===== config.mk =====
export PLATFORM = sky130hd
export DESIGN_NAME = ldup_pacing
export DESIGN_NICKNAME = d
export VERILOG_FILES = /design/src/logic/ldup_pacing.v
export VERILOG_INCLUDE_DIRS = /design/src /design/src/shared
export SDC_FILE = /design/constraint.sdc
export NUM_CORES = 1
export LEC_CHECK = 0
export BUFFER_PORTS_ARGS = -buffer_cell sky130_fd_sc_hd__buf_2
export CELL_PAD_IN_SITES_DETAIL_PLACEMENT = 0
export CELL_PAD_IN_SITES_GLOBAL_PLACEMENT = 1
export CORE_MARGIN = 3
export CORE_UTILIZATION = 44
export CTS_BUF_LIST = sky130_fd_sc_hd__clkbuf_4
export CTS_CLUSTER_DIAMETER = 120
export DETAILED_ROUTE_END_ITERATION = 8
export PLACE_DENSITY_LB_ADDON = 0.2
export SETUP_SLACK_MARGIN = 0.02
export SYNTH_ARGS = -nofsm -noshare
export SYNTH_HDL_FRONTEND = slang
export SYNTH_SLANG_ARGS = --single-unit

===== constraint.sdc =====
create_clock -name mclk -period 4.1 [get_ports mclk]
set_input_delay 0 -clock mclk [delete_from_list [all_inputs] [get_ports mclk]]
set_output_delay 0 -clock mclk [all_outputs]
set_load 0.005 [all_outputs]

===== src/shared/ldup_defines.vh =====
`ifndef LDUP_DEFINES_VH
`define LDUP_DEFINES_VH
// ----------------------------------------
// Register map
// ----------------------------------------
`define LDUP_ADDR_W 7
`define LDUP_OFS_INTERVAL_3_5 7'h1A
`define LDUP_OFS_INTERVAL_6_8 7'h1B
`define LDUP_REG_W 13
`define LDUP_INTERVAL_RESET 13'h0000
// Field positions (low bit of each 3-bit select).
`define LDUP_FLD_LO 0
`define LDUP_FLD_MID 4
`define LDUP_FLD_HI 8
`define LDUP_SEL_RESET 3'h0
// ----------------------------------------
// Timing
// ----------------------------------------
`define LDUP_PERIOD_CLKS 4096
`define LDUP_PHASE_W 12
`define LDUP_PHASE_LAST 12'hFFF
`define LDUP_DUTY_W 12
`define LDUP_DUTY_RESET 12'h000
`define LDUP_MAX_PERIODS_LOG2 5
`define LDUP_PHASE_RESET 12'h000
`define LDUP_PHASE_STEP 12'h001
`define LDUP_CNT_RESET 5'h00
`define LDUP_CNT_STEP 5'h01
`define LDUP_UPDATE_RESET 6'h00
// Last period index for each interval select code.
`define LDUP_LAST_P1 5'h00
`define LDUP_LAST_P2 5'h01
`define LDUP_LAST_P4 5'h03
`define LDUP_LAST_P8 5'h07
`define LDUP_LAST_P16 5'h0F
`define LDUP_LAST_P32 5'h1F
`endif


===== src/logic/ldup_pacing.v =====
`timescale 1ns/1ns
`include "ldup_defines.vh"
module ldup_pacing (
	input wire mclk,
	input wire sys_rst,
	input wire regWrite,
	input wire [6:0] regAddr,
	input wire [12:0] regWrData,
	output reg [12:0] regRdData,
	input wire [71:0] dutyTarget,
	output reg [71:0] dutyApplied,
	output reg [5:0] dutyUpdate,
	output reg periodStart
);

	// ----------------------------------------
	// Helpers
	// ----------------------------------------

	// Returns the period count minus one for an interval select.
	function [4:0] ldupLastPeriod;
		input [2:0] sel;
		begin
			case (sel)
				3'h0: begin
					ldupLastPeriod = `LDUP_LAST_P1;
				end
				3'h1: begin
					ldupLastPeriod = `LDUP_LAST_P2;
				end
				3'h2: begin
					ldupLastPeriod = `LDUP_LAST_P4;
				end
				3'h3: begin
					ldupLastPeriod = `LDUP_LAST_P8;
				end
				3'h4: begin
					ldupLastPeriod = `LDUP_LAST_P16;
				end
				default: begin
					ldupLastPeriod = `LDUP_LAST_P32;
				end
			endcase
		end
	endfunction

	// Tells whether a channel's interval has run out at this boundary.
	// Greater-or-equal lets a shortened select take hold at the next boundary.
	function ldupExpired;
		input [4:0] cnt;
		input [2:0] sel;
		begin
			ldupExpired = (cnt >= ldupLastPeriod(sel));
		end
	endfunction

	// Tells whether an address selects a given register offset.
	function ldupAddrHit;
		input [6:0] addr;
		input [6:0] ofs;
		begin
			ldupAddrHit = (addr == ofs);
		end
	endfunction

	// Packs three selects into a register image with zero reserved bits.
	function [12:0] ldupPack;
		input [2:0] hi;
		input [2:0] mid;
		input [2:0] lo;
		begin
			ldupPack = {2'h0, hi, 1'h0, mid, 1'h0, lo};
		end
	endfunction

	// ----------------------------------------
	// State and next-state signals
	// ----------------------------------------
	reg [2:0] sel_q [0:5];
	reg [2:0] sel_d [0:5];
	reg [11:0] phase_q;
	reg [11:0] phase_d;
	reg [4:0] periodCnt_q [0:5];
	reg [4:0] periodCnt_d [0:5];
	reg [12:0] rdData_d;
	reg [71:0] duty_d;
	reg [5:0] update_d;
	reg periodStart_d;
	integer iSelD;
	integer iSelQ;
	integer iCntD;
	integer iCntQ;

	// ----------------------------------------
	// Address decode
	// ----------------------------------------

	// Each mapped offset is decoded once and shared by write and read paths.
	wire hitLow;
	wire hitHigh;
	assign hitLow = ldupAddrHit(regAddr, `LDUP_OFS_INTERVAL_3_5);
	assign hitHigh = ldupAddrHit(regAddr, `LDUP_OFS_INTERVAL_6_8);

	// ----------------------------------------
	// Interval select registers
	// ----------------------------------------

	// A write to a mapped offset replaces all three selects of that register.
	always @* begin
		for (iSelD = 0; iSelD < 6; iSelD = iSelD + 1) begin
			sel_d[iSelD] = sel_q[iSelD];
		end
		if (regWrite && hitLow) begin
			sel_d[0] = regWrData[`LDUP_FLD_LO +: 3];
			sel_d[1] = regWrData[`LDUP_FLD_MID +: 3];
			sel_d[2] = regWrData[`LDUP_FLD_HI +: 3];
		end
		if (regWrite && hitHigh) begin
			sel_d[3] = regWrData[`LDUP_FLD_LO +: 3];
			sel_d[4] = regWrData[`LDUP_FLD_MID +: 3];
			sel_d[5] = regWrData[`LDUP_FLD_HI +: 3];
		end
	end

	// Reset returns every channel to one update per period.
	always @(posedge mclk) begin
		if (sys_rst) begin
			for (iSelQ = 0; iSelQ < 6; iSelQ = iSelQ + 1) begin
				sel_q[iSelQ] <= `LDUP_SEL_RESET;
			end
		end else begin
			for (iSelQ = 0; iSelQ < 6; iSelQ = iSelQ + 1) begin
				sel_q[iSelQ] <= sel_d[iSelQ];
			end
		end
	end

	// ----------------------------------------
	// Register read path
	// ----------------------------------------

	// Reserved bits read as zero and unmapped offsets read as all zeros.
	always @* begin
		if (hitLow) begin
			rdData_d = ldupPack(sel_q[2], sel_q[1], sel_q[0]);
		end else if (hitHigh) begin
			rdData_d = ldupPack(sel_q[5], sel_q[4], sel_q[3]);
		end else begin
			rdData_d = `LDUP_INTERVAL_RESET;
		end
	end

	// Read data is registered, so it appears one cycle after the address.
	always @(posedge mclk) begin
		if (sys_rst) begin
			regRdData <= `LDUP_INTERVAL_RESET;
		end else begin
			regRdData <= rdData_d;
		end
	end

	// ----------------------------------------
	// PWM period timing
	// ----------------------------------------

	// The last phase of each period marks the boundary where duties may change.
	wire phaseEnd;
	assign phaseEnd = (phase_q == `LDUP_PHASE_LAST);

	// The phase counter wraps by itself every 4096 clocks.
	always @* begin
		phase_d = phase_q + `LDUP_PHASE_STEP;
		periodStart_d = phaseEnd;
	end

	// The period pulse is registered so it lines up with the update pulses.
	always @(posedge mclk) begin
		if (sys_rst) begin
			phase_q <= `LDUP_PHASE_RESET;
			periodStart <= 1'b0;
		end else begin
			phase_q <= phase_d;
			periodStart <= periodStart_d;
		end
	end

	// ----------------------------------------
	// Per-channel pacing and duty latch
	// ----------------------------------------

	// Each channel counts whole periods and takes its 12-bit duty on expiry.
	// Between boundaries the applied duty holds, so no period is cut short.
	always @* begin
		duty_d = dutyApplied;
		update_d = `LDUP_UPDATE_RESET;
		for (iCntD = 0; iCntD < 6; iCntD = iCntD + 1) begin
			periodCnt_d[iCntD] = periodCnt_q[iCntD];
			if (phaseEnd) begin
				if (ldupExpired(periodCnt_q[iCntD], sel_q[iCntD])) begin
					periodCnt_d[iCntD] = `LDUP_CNT_RESET;
					duty_d[iCntD*12 +: 12] = dutyTarget[iCntD*12 +: 12];
					update_d[iCntD] = 1'b1;
				end else begin
					periodCnt_d[iCntD] = periodCnt_q[iCntD] + `LDUP_CNT_STEP;
				end
			end
		end
	end

	// Applied duties, update pulses and period counters all clear on reset.
	always @(posedge mclk) begin
		if (sys_rst) begin
			dutyApplied <= {6{`LDUP_DUTY_RESET}};
			dutyUpdate <= `LDUP_UPDATE_RESET;
			for (iCntQ = 0; iCntQ < 6; iCntQ = iCntQ + 1) begin
				periodCnt_q[iCntQ] <= `LDUP_CNT_RESET;
			end
		end else begin
			dutyApplied <= duty_d;
			dutyUpdate <= update_d;
			for (iCntQ = 0; iCntQ < 6; iCntQ = iCntQ + 1) begin
				periodCnt_q[iCntQ] <= periodCnt_d[iCntQ];
			end
		end
	end

endmodule


After elaboration in Yosys (flattened, before gate mapping)
Memory sizes are Yosys's and may differ from the RTL's.
Index checks and enable logic that the tools add are counted.
{"block": "totals", "reg_bits": 104, "mem_bits_rw": 48, "in_bits": 95, "out_inout_bits": 92, "elab_cells": 131, "memories": 2}
{"block": "op_classes", "add_sub_neg": 7, "order_cmp": 6, "eq_ne": 27, "n_mux": 49, "bitwise_logic": 13, "n_reduce_logical": 16}
{"name": "periodCnt_q", "words": 6, "width": 5, "rd": 6, "rd_ports_with_merged_regs": 0, "write_ports": 6, "line_no": "ldup_pacing.v:83", "rtl": "reg [4:0] periodCnt_q [0:5];"}
{"name": "sel_q", "words": 6, "width": 3, "rd": 6, "rd_ports_with_merged_regs": 0, "write_ports": 6, "line_no": "ldup_pacing.v:79", "rtl": "reg [2:0] sel_q [0:5];"}
{"op": "case mux 5 bit (5 select lines)", "n": 6}
{"op": "two-way mux 5 bit", "n": 24}
{"op": "== test 3 x 2 -> 1 bit, second input constant", "n": 12}
{"op": "adder 5 x 1 -> 5 bit, second input constant", "n": 6}
{"op": ">= comparator 5 bit", "n": 6}
{"op": "two-way mux 11 bit", "n": 2}
{"op": "== test 3 x 1 -> 1 bit, second input constant", "n": 6}
{"op": "== test 3 bit, second input constant", "n": 6}
{"op": "logical NOT 3 bit", "n": 6}
{"op": "two-way mux 3 bit", "n": 6}
{"op": "two-way mux 9 bit", "n": 2}
{"op": "== test 7 x 5 -> 1 bit, second input constant", "n": 2}
{"op": "adder 12 x 1 -> 12 bit, second input constant", "n": 1}
{"op": "== test 12 bit, second input constant", "n": 1}
{"op": "bitwise OR 1 bit", "n": 12}
{"op": "AND reduction 2 bit", "n": 6}
{"op": "two-way mux 1 bit", "n": 9}
{"op": "OR reduction 2 bit", "n": 2}
{"op": "logical AND 1 bit", "n": 2}
{"op": "NOT 1 bit", "n": 1}

Logic depth before layout (Yosys ltp)
Gate-level depths: netlist of the first run.
An unclocked memory read counts as a cell.
{"block": "depth", "ltp_word": 8, "depth_mapped": 9, "ltp_nobuf": 7}

Least setup slack after synthesis of the first run
Ideal clock, no wire load.
{"block": "synth_timing", "path_kind": "flip-flop to flip-flop", "startpoint": "memory sel_q[0][2]", "endpoint": "register dutyApplied[10]", "setup_ns": 0.119, "t_arrival_ns": 1.993, "required_time_ns": 3.981, "setup_slack_ns": 1.988, "stages_incl_launch_ff": 9, "cell_sequence": "dfxtp_1 -> or3_1 -> ha_1 -> nor2b_1 -> o21ai_0 -> a31oi_2 -> nor2_8 -> buf_8 -> mux2i_1"}
{"element": "start, declared", "line_no": "ldup_pacing.v:79"}
{"element": "end signal, assigned", "line_no": "ldup_pacing.v:213", "rtl": "dutyApplied <= {6{`LDUP_DUTY_RESET}};"}
{"element": "end signal, assigned", "line_no": "ldup_pacing.v:219", "rtl": "dutyApplied <= duty_d;"}
{"element": "end, declared", "line_no": "ldup_pacing.v:11", "rtl": "output reg [71:0] dutyApplied,"}

Final worst setup path of the first run
{"block": "layout_timing", "startpoint": "register phase_q[0]", "endpoint": "register dutyApplied[37]"}
{"block": "layout_via", "elab_chain_cells": 2}
{"element": "start, declared", "line_no": "ldup_pacing.v:81", "rtl": "reg [11:0] phase_q;"}
{"element": "start signal, assigned", "line_no": "ldup_pacing.v:179", "rtl": "phase_q <= `LDUP_PHASE_RESET;"}
{"element": "start signal, assigned", "line_no": "ldup_pacing.v:182", "rtl": "phase_q <= phase_d;"}
{"element": "== test 12 bit (no source line)"}
{"element": "AND reduction 2 bit (no source line)"}
Every way passes these cells.
A chain may end at the register's enable or synchronous reset.

==> results of run 1 <==
[cell usage in the layout (no fill, tap or decap), drive strengths merged, types with 7 or more instances in the layout]
cell,count
a21oi,18
a31oi,24
buf,182
clkbuf,17
clkinv,10
dfxtp,148
dlygate4sd3,82
ha,37
inv,12
mux2i,99
nand2,33
nand2b,145
nand3,46
nand3b,7
nor2,68
nor2b,8
o21ai,12
[metrics by stage]
stage	instance area, um2	instances
after floorplan	7160	757
after global placement	8090	1105
after detailed placement	8090	1105
after CTS	9180	1219
after global routing	9180	1219
final	9190	1220
[worst max-delay path by stage]
| stage | startpoint | endpoint | slack (ps) | cells after the start |
|---|---|---|---|---|
| floorplan | sel_q[0][2] | dutyApplied[10] | 1990 | 8 |
| global placement | phase_q[0] | dutyApplied[44] | 1470 | 6 |
| detailed placement | phase_q[0] | dutyApplied[46] | 1340 | 6 |
| CTS | phase_q[0] | dutyApplied[35] | 1340 | 6 |
| global route | phase_q[0] | dutyApplied[28] | 1200 | 6 |
| finish | phase_q[0] | dutyApplied[37] | 1380 | 6 |
[synth_stat cells (7+ instances only)]
master and number:
dfxtp_1 148, nand2b_1 145, mux2i_1 99, nor2_1 62, nand3_1 46, ha_1 37, nand2_1 33, clkbuf_1 28
a21oi_1 18, a31oi_1 18, inv_1 12, o21ai_0 12, nor2b_1 8, buf_4 7, nand3b_1 7
[flip-flops by register name, summed over array words and instances, names as in the netlist]
register     cells
phase_q         12
periodStart      1
periodCnt_q     30
regRdData        9
dutyApplied     72
dutyUpdate       6
sel_q           18
[cell families after synthesis]
logic type                 count (synthesis)
AOI/OAI and AO/OA                         66
xor gates and xnor gates                  10
adders and majority gates                 37
buffers and inverters                     57
DFF                                      148
muxes                                     99
other                                      1
and+or+nand+nor                          336
[power by group]
part           internal (mW)  switching, mW
sequential              1.44        0.00275
clock                  0.404          0.504
combinational          0.119         0.0684
[cell type report]
type / instances / area (um2)
Fill cell: 1336 / 6350
Multi-Input combinational cell: 552 / 3890
Sequential cell: 148 / 2960
Timing Repair Buffer: 264 / 1740
Tap cell: 211 / 264
Clock inverter: 15 / 145
Clock buffer: 17 / 128
Inverter: 12 / 45.0
Antenna cell: 1 / 2.50
[metal layers]
layer | up-vias | GRT usage (%) | wire length [um]
met2 | 153 | 32.8 | 8230
li1 | 3052 | - | -
met5 | - | 0 | 0
met3 | 17 | 6.61 | 1150
met1 | 2739 | 23.8 | 7710
met4 | 0 | 5.89 | 228
==> summary.md, run 1 <==
| Metric | Value |
|---|---|
| Depth of the CTS H-tree | 4 |
| Worst r2r path cells | 6 |
| CTS resizes | 0 |
| Vert. Die Dim | 133 um |
| Critical Path Start Type | register |
| Worst R2R Setup Slack | 1380 ps |
| Share of post-route cells with drive strength above 1 | 21.7% |
| Hold violation count in the final report | 0 |
| Post-detailed-route DRC marker count | 0 |
| Crit-path slowest cell | nor2_2 |
| Antenna Nets Post-Route | 0 |
| Clk_lat worst skew | 530 ps |
| Clock slew seen by the registers of the worst setup and hold paths | approximately 120 ps |
| Fin nets | 1127 |
| Instance count of the mapped netlist | 754 |
| Initial Util | 46.0% |
| Worst slack after detailed placement | roughly 1300 ps |
| Areal power density over the cells | between 200 and 300 nW/um2 |
| Unique masters post-synth | 34 |
| Number of buffers and inverters on the critical path | 0 |
| Synth warn | 0 |
| Total number of placement rows | 45 |
| Post-CTS Hold Buffers | 82 |
| Hold crit path type | in -> reg |
| Number of antenna violations at the first check in global routing | 0 |
| Area share of the largest cell type after synthesis | 41.5% |
| TritonCTS clock tree | done |
| Avg Synthesized Cell Area | roughly 9.5 um2 |
| Post-CTS Setup Repair Bufs | 0 |
| Final GP Congestion | 0.773 |
| Overall routing resource usage | 19.5% |
| Setup TNS | 0 ps |
| Relative slew margins | 27.1% |
| Maximum single-stage delay on the critical path | 820 ps |
| Kind of cell with the highest combined delay on the critical path | simple AND/OR/NAND/NOR gates |
| Register area share after synthesis | 41.5% |
| Average wire per cell in the routed design | 14.2 um |
| Synthesized-area fraction occupied by and/or/nand/nor cells | a little over a quarter |
| Via count | between 5000 and 6000 |
| Largest family of logic cells by synthesized area | simple AND/OR/NAND/NOR gates |
| Worst Slack Setup Final | 1380 ps |
| VDD IR-drop max | 0.000173 V |
| Die Span X | between 100 and 150 um |
| Number of design-rule violations left by the first detailed-router iteration | 315 |
| Ordered list of cells on the worst path | ha_1, and3_1, and3_1, nand4_4, nor2_2, mux2i_1 |
| Max-Cap Viols | 0 |
| Portion of netlist area occupied by mux cells | 13.9% |
| Setup-violating endpoint count in the final report | 0 |
| Worst-margin pin slew | 1090 ps |
| Endpoint required time on the critical path | 4560 ps |
| Worst Hold Endpoint | periodStart |
| Final wirelength | 17.3 mm |
| Hold Path Depth | 2 |
| Post-synth top area cell | dfxtp_1 |
| Layout overhead on the synthesized area | 28.6% |
| Share of the synthesized area in compound gates (AO/OA/AOI/OAI) | between 6 and 7% |
| Leakage power | a little under 4 nW |
| Final Util | 59.1% |
| Share of flip-flops with an asynchronous set or reset | 0% |
| Post-layout min period | 2720 ps |
| First-pass DRT Iterations | 5 |
| Fin Hold WS | 116 ps |
| Adder-cell area share of the yosys netlist | under 10% |
| Clock Sink Count | 148 |
| Reg-to-Reg Start | phase_q[0] |
| Setup CP Type | reg -> reg |
| Largest clock skew in the final design | around 14 ps |
| Share of the clock period used by the worst path after layout | 66.4% |
| Ys flop type | dfxtp_1 |
| Grt ovf | 0 |
| Number of buffers created by CTS | 17 |
| RSZ-0062 raised after global routing | false |
| Root Driver | clkbuf_4 |
| Flip-flop and latch count after synthesis | 148 |
| Number of enable-type register cells in the synthesized netlist | 0 |
| Global-route wire length before repair | approximately 29 mm |
| Number of port buffers | 178 |
| Clock Path Buffers | 2 |
| Most Frequent Cell on Critical Path | and3_1 |
| Max-slew violation total from the final report | 0 |
| Floorplan die area | 17800 um2 |
| Hold path start | sys_rst |
| Critical Path Sink Type | register |
| Io pins | 187 |
| Data arrival time of the worst path | 3190 ps |
| CORE AREA | 15500 um2 |
| Main area contributors after synthesis | dfxtp_1 41%, mux2i_1 14%, nand2b_1 13% |
| Overall Power | 2.54 mW |
| Destination of the worst register-to-register timing path | dutyApplied[37] |
| Outcome | finished clean |
| Avg Vias per Cell | 4.89 |
| Parity-gate share of the synthesized area counting xor and xnor cells | 1.23% |
| Largest net degree at the start of global routing | 127 |
| Number of global-route vias before repair | 6049 |
| Syn Std Cell Area | roughly 7000 um2 |
| Maximum clock frequency | 367 MHz |
| Highest net fanout along the worst path | 12 |
| Estimated wirelength of the detail-placed design | 11.8 mm |
(Power assumes the default switching activity.)
==> run 2, diff against run 1 <==
--- a/config.mk
+++ b/config.mk
@@ -10,7 +10,7 @@
 export CELL_PAD_IN_SITES_DETAIL_PLACEMENT = 0
 export CELL_PAD_IN_SITES_GLOBAL_PLACEMENT = 1
 export CORE_MARGIN = 3
-export CORE_UTILIZATION = 44
+export CORE_UTILIZATION = 37
 export CTS_BUF_LIST = sky130_fd_sc_hd__clkbuf_4
 export CTS_CLUSTER_DIAMETER = 120
 export DETAILED_ROUTE_END_ITERATION = 8
==> constraint.sdc (replaced) <==
create_clock -name mclk -period 2.5 [get_ports mclk]
set_input_delay 0 -clock mclk [delete_from_list [all_inputs] [get_ports mclk]]
set_output_delay 0 -clock mclk [all_outputs]
set_load 0.005 [all_outputs]
==> summary.md, run 2 (synthesized netlist as in run 1, its figures left out) <==
| Metric | Value |
|---|---|
| Outcome | finished clean |
| Highest net fanout along the worst path | 12 |
| Number of port buffers | 178 |
| Final GP Congestion | 0.740 |
| Clk_lat worst skew | approximately 550 ps |
| Top library cells by usage in the layout, fill and taps aside | 177 x buf_2, 148 x dfxtp_1, 145 x nand2b_1, 99 x mux2i_1, 84 x dlygate4sd3_1 |
| Clock Path Buffers | 2 |
| Global-route wire length before repair | 28.9 mm |
| Post-layout min period | 2160 ps |
| Maximum clock frequency | roughly 460 MHz |
| CORE AREA | 18800 um2 |
| Fin nets | 1144 |
| Post-detailed-route DRC marker count | 0 |
| CTS resizes | 0 |
| Final wirelength | 17.1 mm |
| Setup CP Type | reg -> reg |
| Number of design-rule violations left by the first detailed-router iteration | between 200 and 300 |
| Number of buffers created by CTS | 17 |
| VDD IR-drop max | between 0.0002 and 0.0003 V |
| Ordered list of cells on the worst path | or3_1, ha_1, nor2b_1, o21ai_0, a31oi_2, buf_4, nor2_8, mux2i_1 |
| Number of antenna violations at the first check in global routing | 1 |
| Max-Cap Viols | 0 |
| Crit-path slowest cell | dfxtp_1 |
| Total number of placement rows | 50 |
| Via count | 5890 |
| Biggest registers after layout | dutyApplied (72), periodCnt_q (30), sel_q (18) |
| Register cell area after layout | 2960 um2 |
| Clock Sink Count | between 100 and 150 |
| Leading cell type in the layout, fill and taps excluded | buf_2 |
| Largest net degree at the start of global routing | 86 |
| Root Driver | clkbuf_4 |
| Hold violation count in the final report | 0 |
| Depth of the CTS H-tree | 4 |
| Overall routing resource usage | around 16% |
| Register ranked first by flip-flop count | dutyApplied |
| Number of global-route vias before repair | 5787 |
| Leakage power | a little over 4 nW |
| Critical Path Start Type | register |
| Antenna Nets Post-Route | 0 |
| Filler Cells Inserted | 1774 |
| Relative slew margins | 57.3% |
| Kind of cell with the highest combined delay on the critical path | simple AND/OR/NAND/NOR gates |
| Critical Path Sink Type | register |
| Clock slew seen by the registers of the worst setup and hold paths | 140 ps |
| RSZ-0062 raised after global routing | false |
| First-pass DRT Iterations | 4 |
| Grt ovf | 0 |
| Estimated wirelength of the detail-placed design | approximately 12 mm |
| Die Span X | ~140 um |
| Layout overhead on the synthesized area | 32.0% |
| Floorplan die area | ~21000 um2 |
| Max-slew violation total from the final report | 0 |
| Layout Cells excl Fill | 1287 |
| Io pins | between 150 and 200 |
| Vert. Die Dim | between 100 and 150 um |
| Maximum single-stage delay on the critical path | approximately 400 ps |
| Overall Power | approximately 4.3 mW |
| Hold crit path type | in -> reg |
| Largest register FFs | 72 |
| Endpoint required time on the critical path | 2990 ps |
| Areal power density over the cells | 455 nW/um2 |
| Setup TNS | 0 ps |
| Initial Util | around 38% |
| Share of the clock period used by the worst path after layout | ~86% |
| Multi-input logic area | slightly below 4000 um2 |
| Data arrival time of the worst path | 2640 ps |
| Number of buffers and inverters on the critical path | 1 |
| Avg Vias per Cell | ~4.6 |
| TritonCTS clock tree | done |
| Average wire per cell in the routed design | 13.3 um |
| Setup-violating endpoint count in the final report | 0 |
| Number of placed cells counting well taps | 1169 |
| Largest clock skew in the final design | 21.8 ps |
| Share of post-route cells with drive strength above 1 | a little under a quarter |
| Worst-margin pin slew | 639 ps |
[run 2: timing repair]
action                                 CTS  global route
buffers inserted                         0             0
endpoints found under the hold margin  113             0
hold buffers                            84             0
[run 2: routing by layer]
| metal | up-vias | share of wire [%] | routed length [um] | track usage (%) |
|---|---|---|---|---|
| met1 | 2638 | 48 | 8230 | 21.5 |
| li1 | 3089 | - | - | - |
| met5 | - | 0 | 0 | 0 |
| met4 | 0 | 0.68 | 116 | 3.85 |
| met3 | 8 | 8.2 | 1400 | 6.71 |
| met2 | 155 | 43 | 7400 | 25.4 |
[run 2: layout make-up]
type / instances / area share [%]
Tap cell: 260 / 3.45
Clock inverter: 15 / 1.83
Timing Repair Buffer: 281 / 20.2
Clock buffer: 17 / 1.35
Inverter: 12 / 0.477
Antenna cell: 2 / 0.0530
Sequential cell: 148 / 31.4
Multi-Input combinational cell: 552 / 41.3
[run 2: tightest hold or removal path, stage by stage]
cell	delay (ps)
buf_2	90
and3_1	160
nand2b_1	300
nor2_1	80
[run 2: path summary, 6_finish.rpt]
| kind | startpoint | end | slack [ps] | depth (start not counted) |
|---|---|---|---|---|
| worst max-delay path | sel_q[4][1] | dutyApplied[52] | 340 | 8 |
| worst min-delay path | regAddr[3] | regRdData[1] | 120 | 4 |
| worst max register to register | sel_q[4][1] | dutyApplied[52] | 340 | 8 |
| worst min register to register | dutyApplied[16] | dutyApplied[16] | 480 | 2 |
[run 2: metrics by stage]
step                hold WS (ps)  instance area (um2)  worst slack, ps  utilization, %
floorplan                    144                 7160              388               -
global placement             256                 8290              329            44.0
detailed placement           263                 8290              307            44.0
CTS                         64.5                 9430              300            50.1
global route                78.1                 9440              138            50.1
finish                       119                 9440              343            50.1
[run 2: report_power, final]
group	internal (mW)	total, mW	switching [mW]
Clock	0.625	1.61	0.983
Sequential	2.36	2.37	0.00420
Combinational	0.201	0.316	0.115
Total	3.19	4.29	1.10
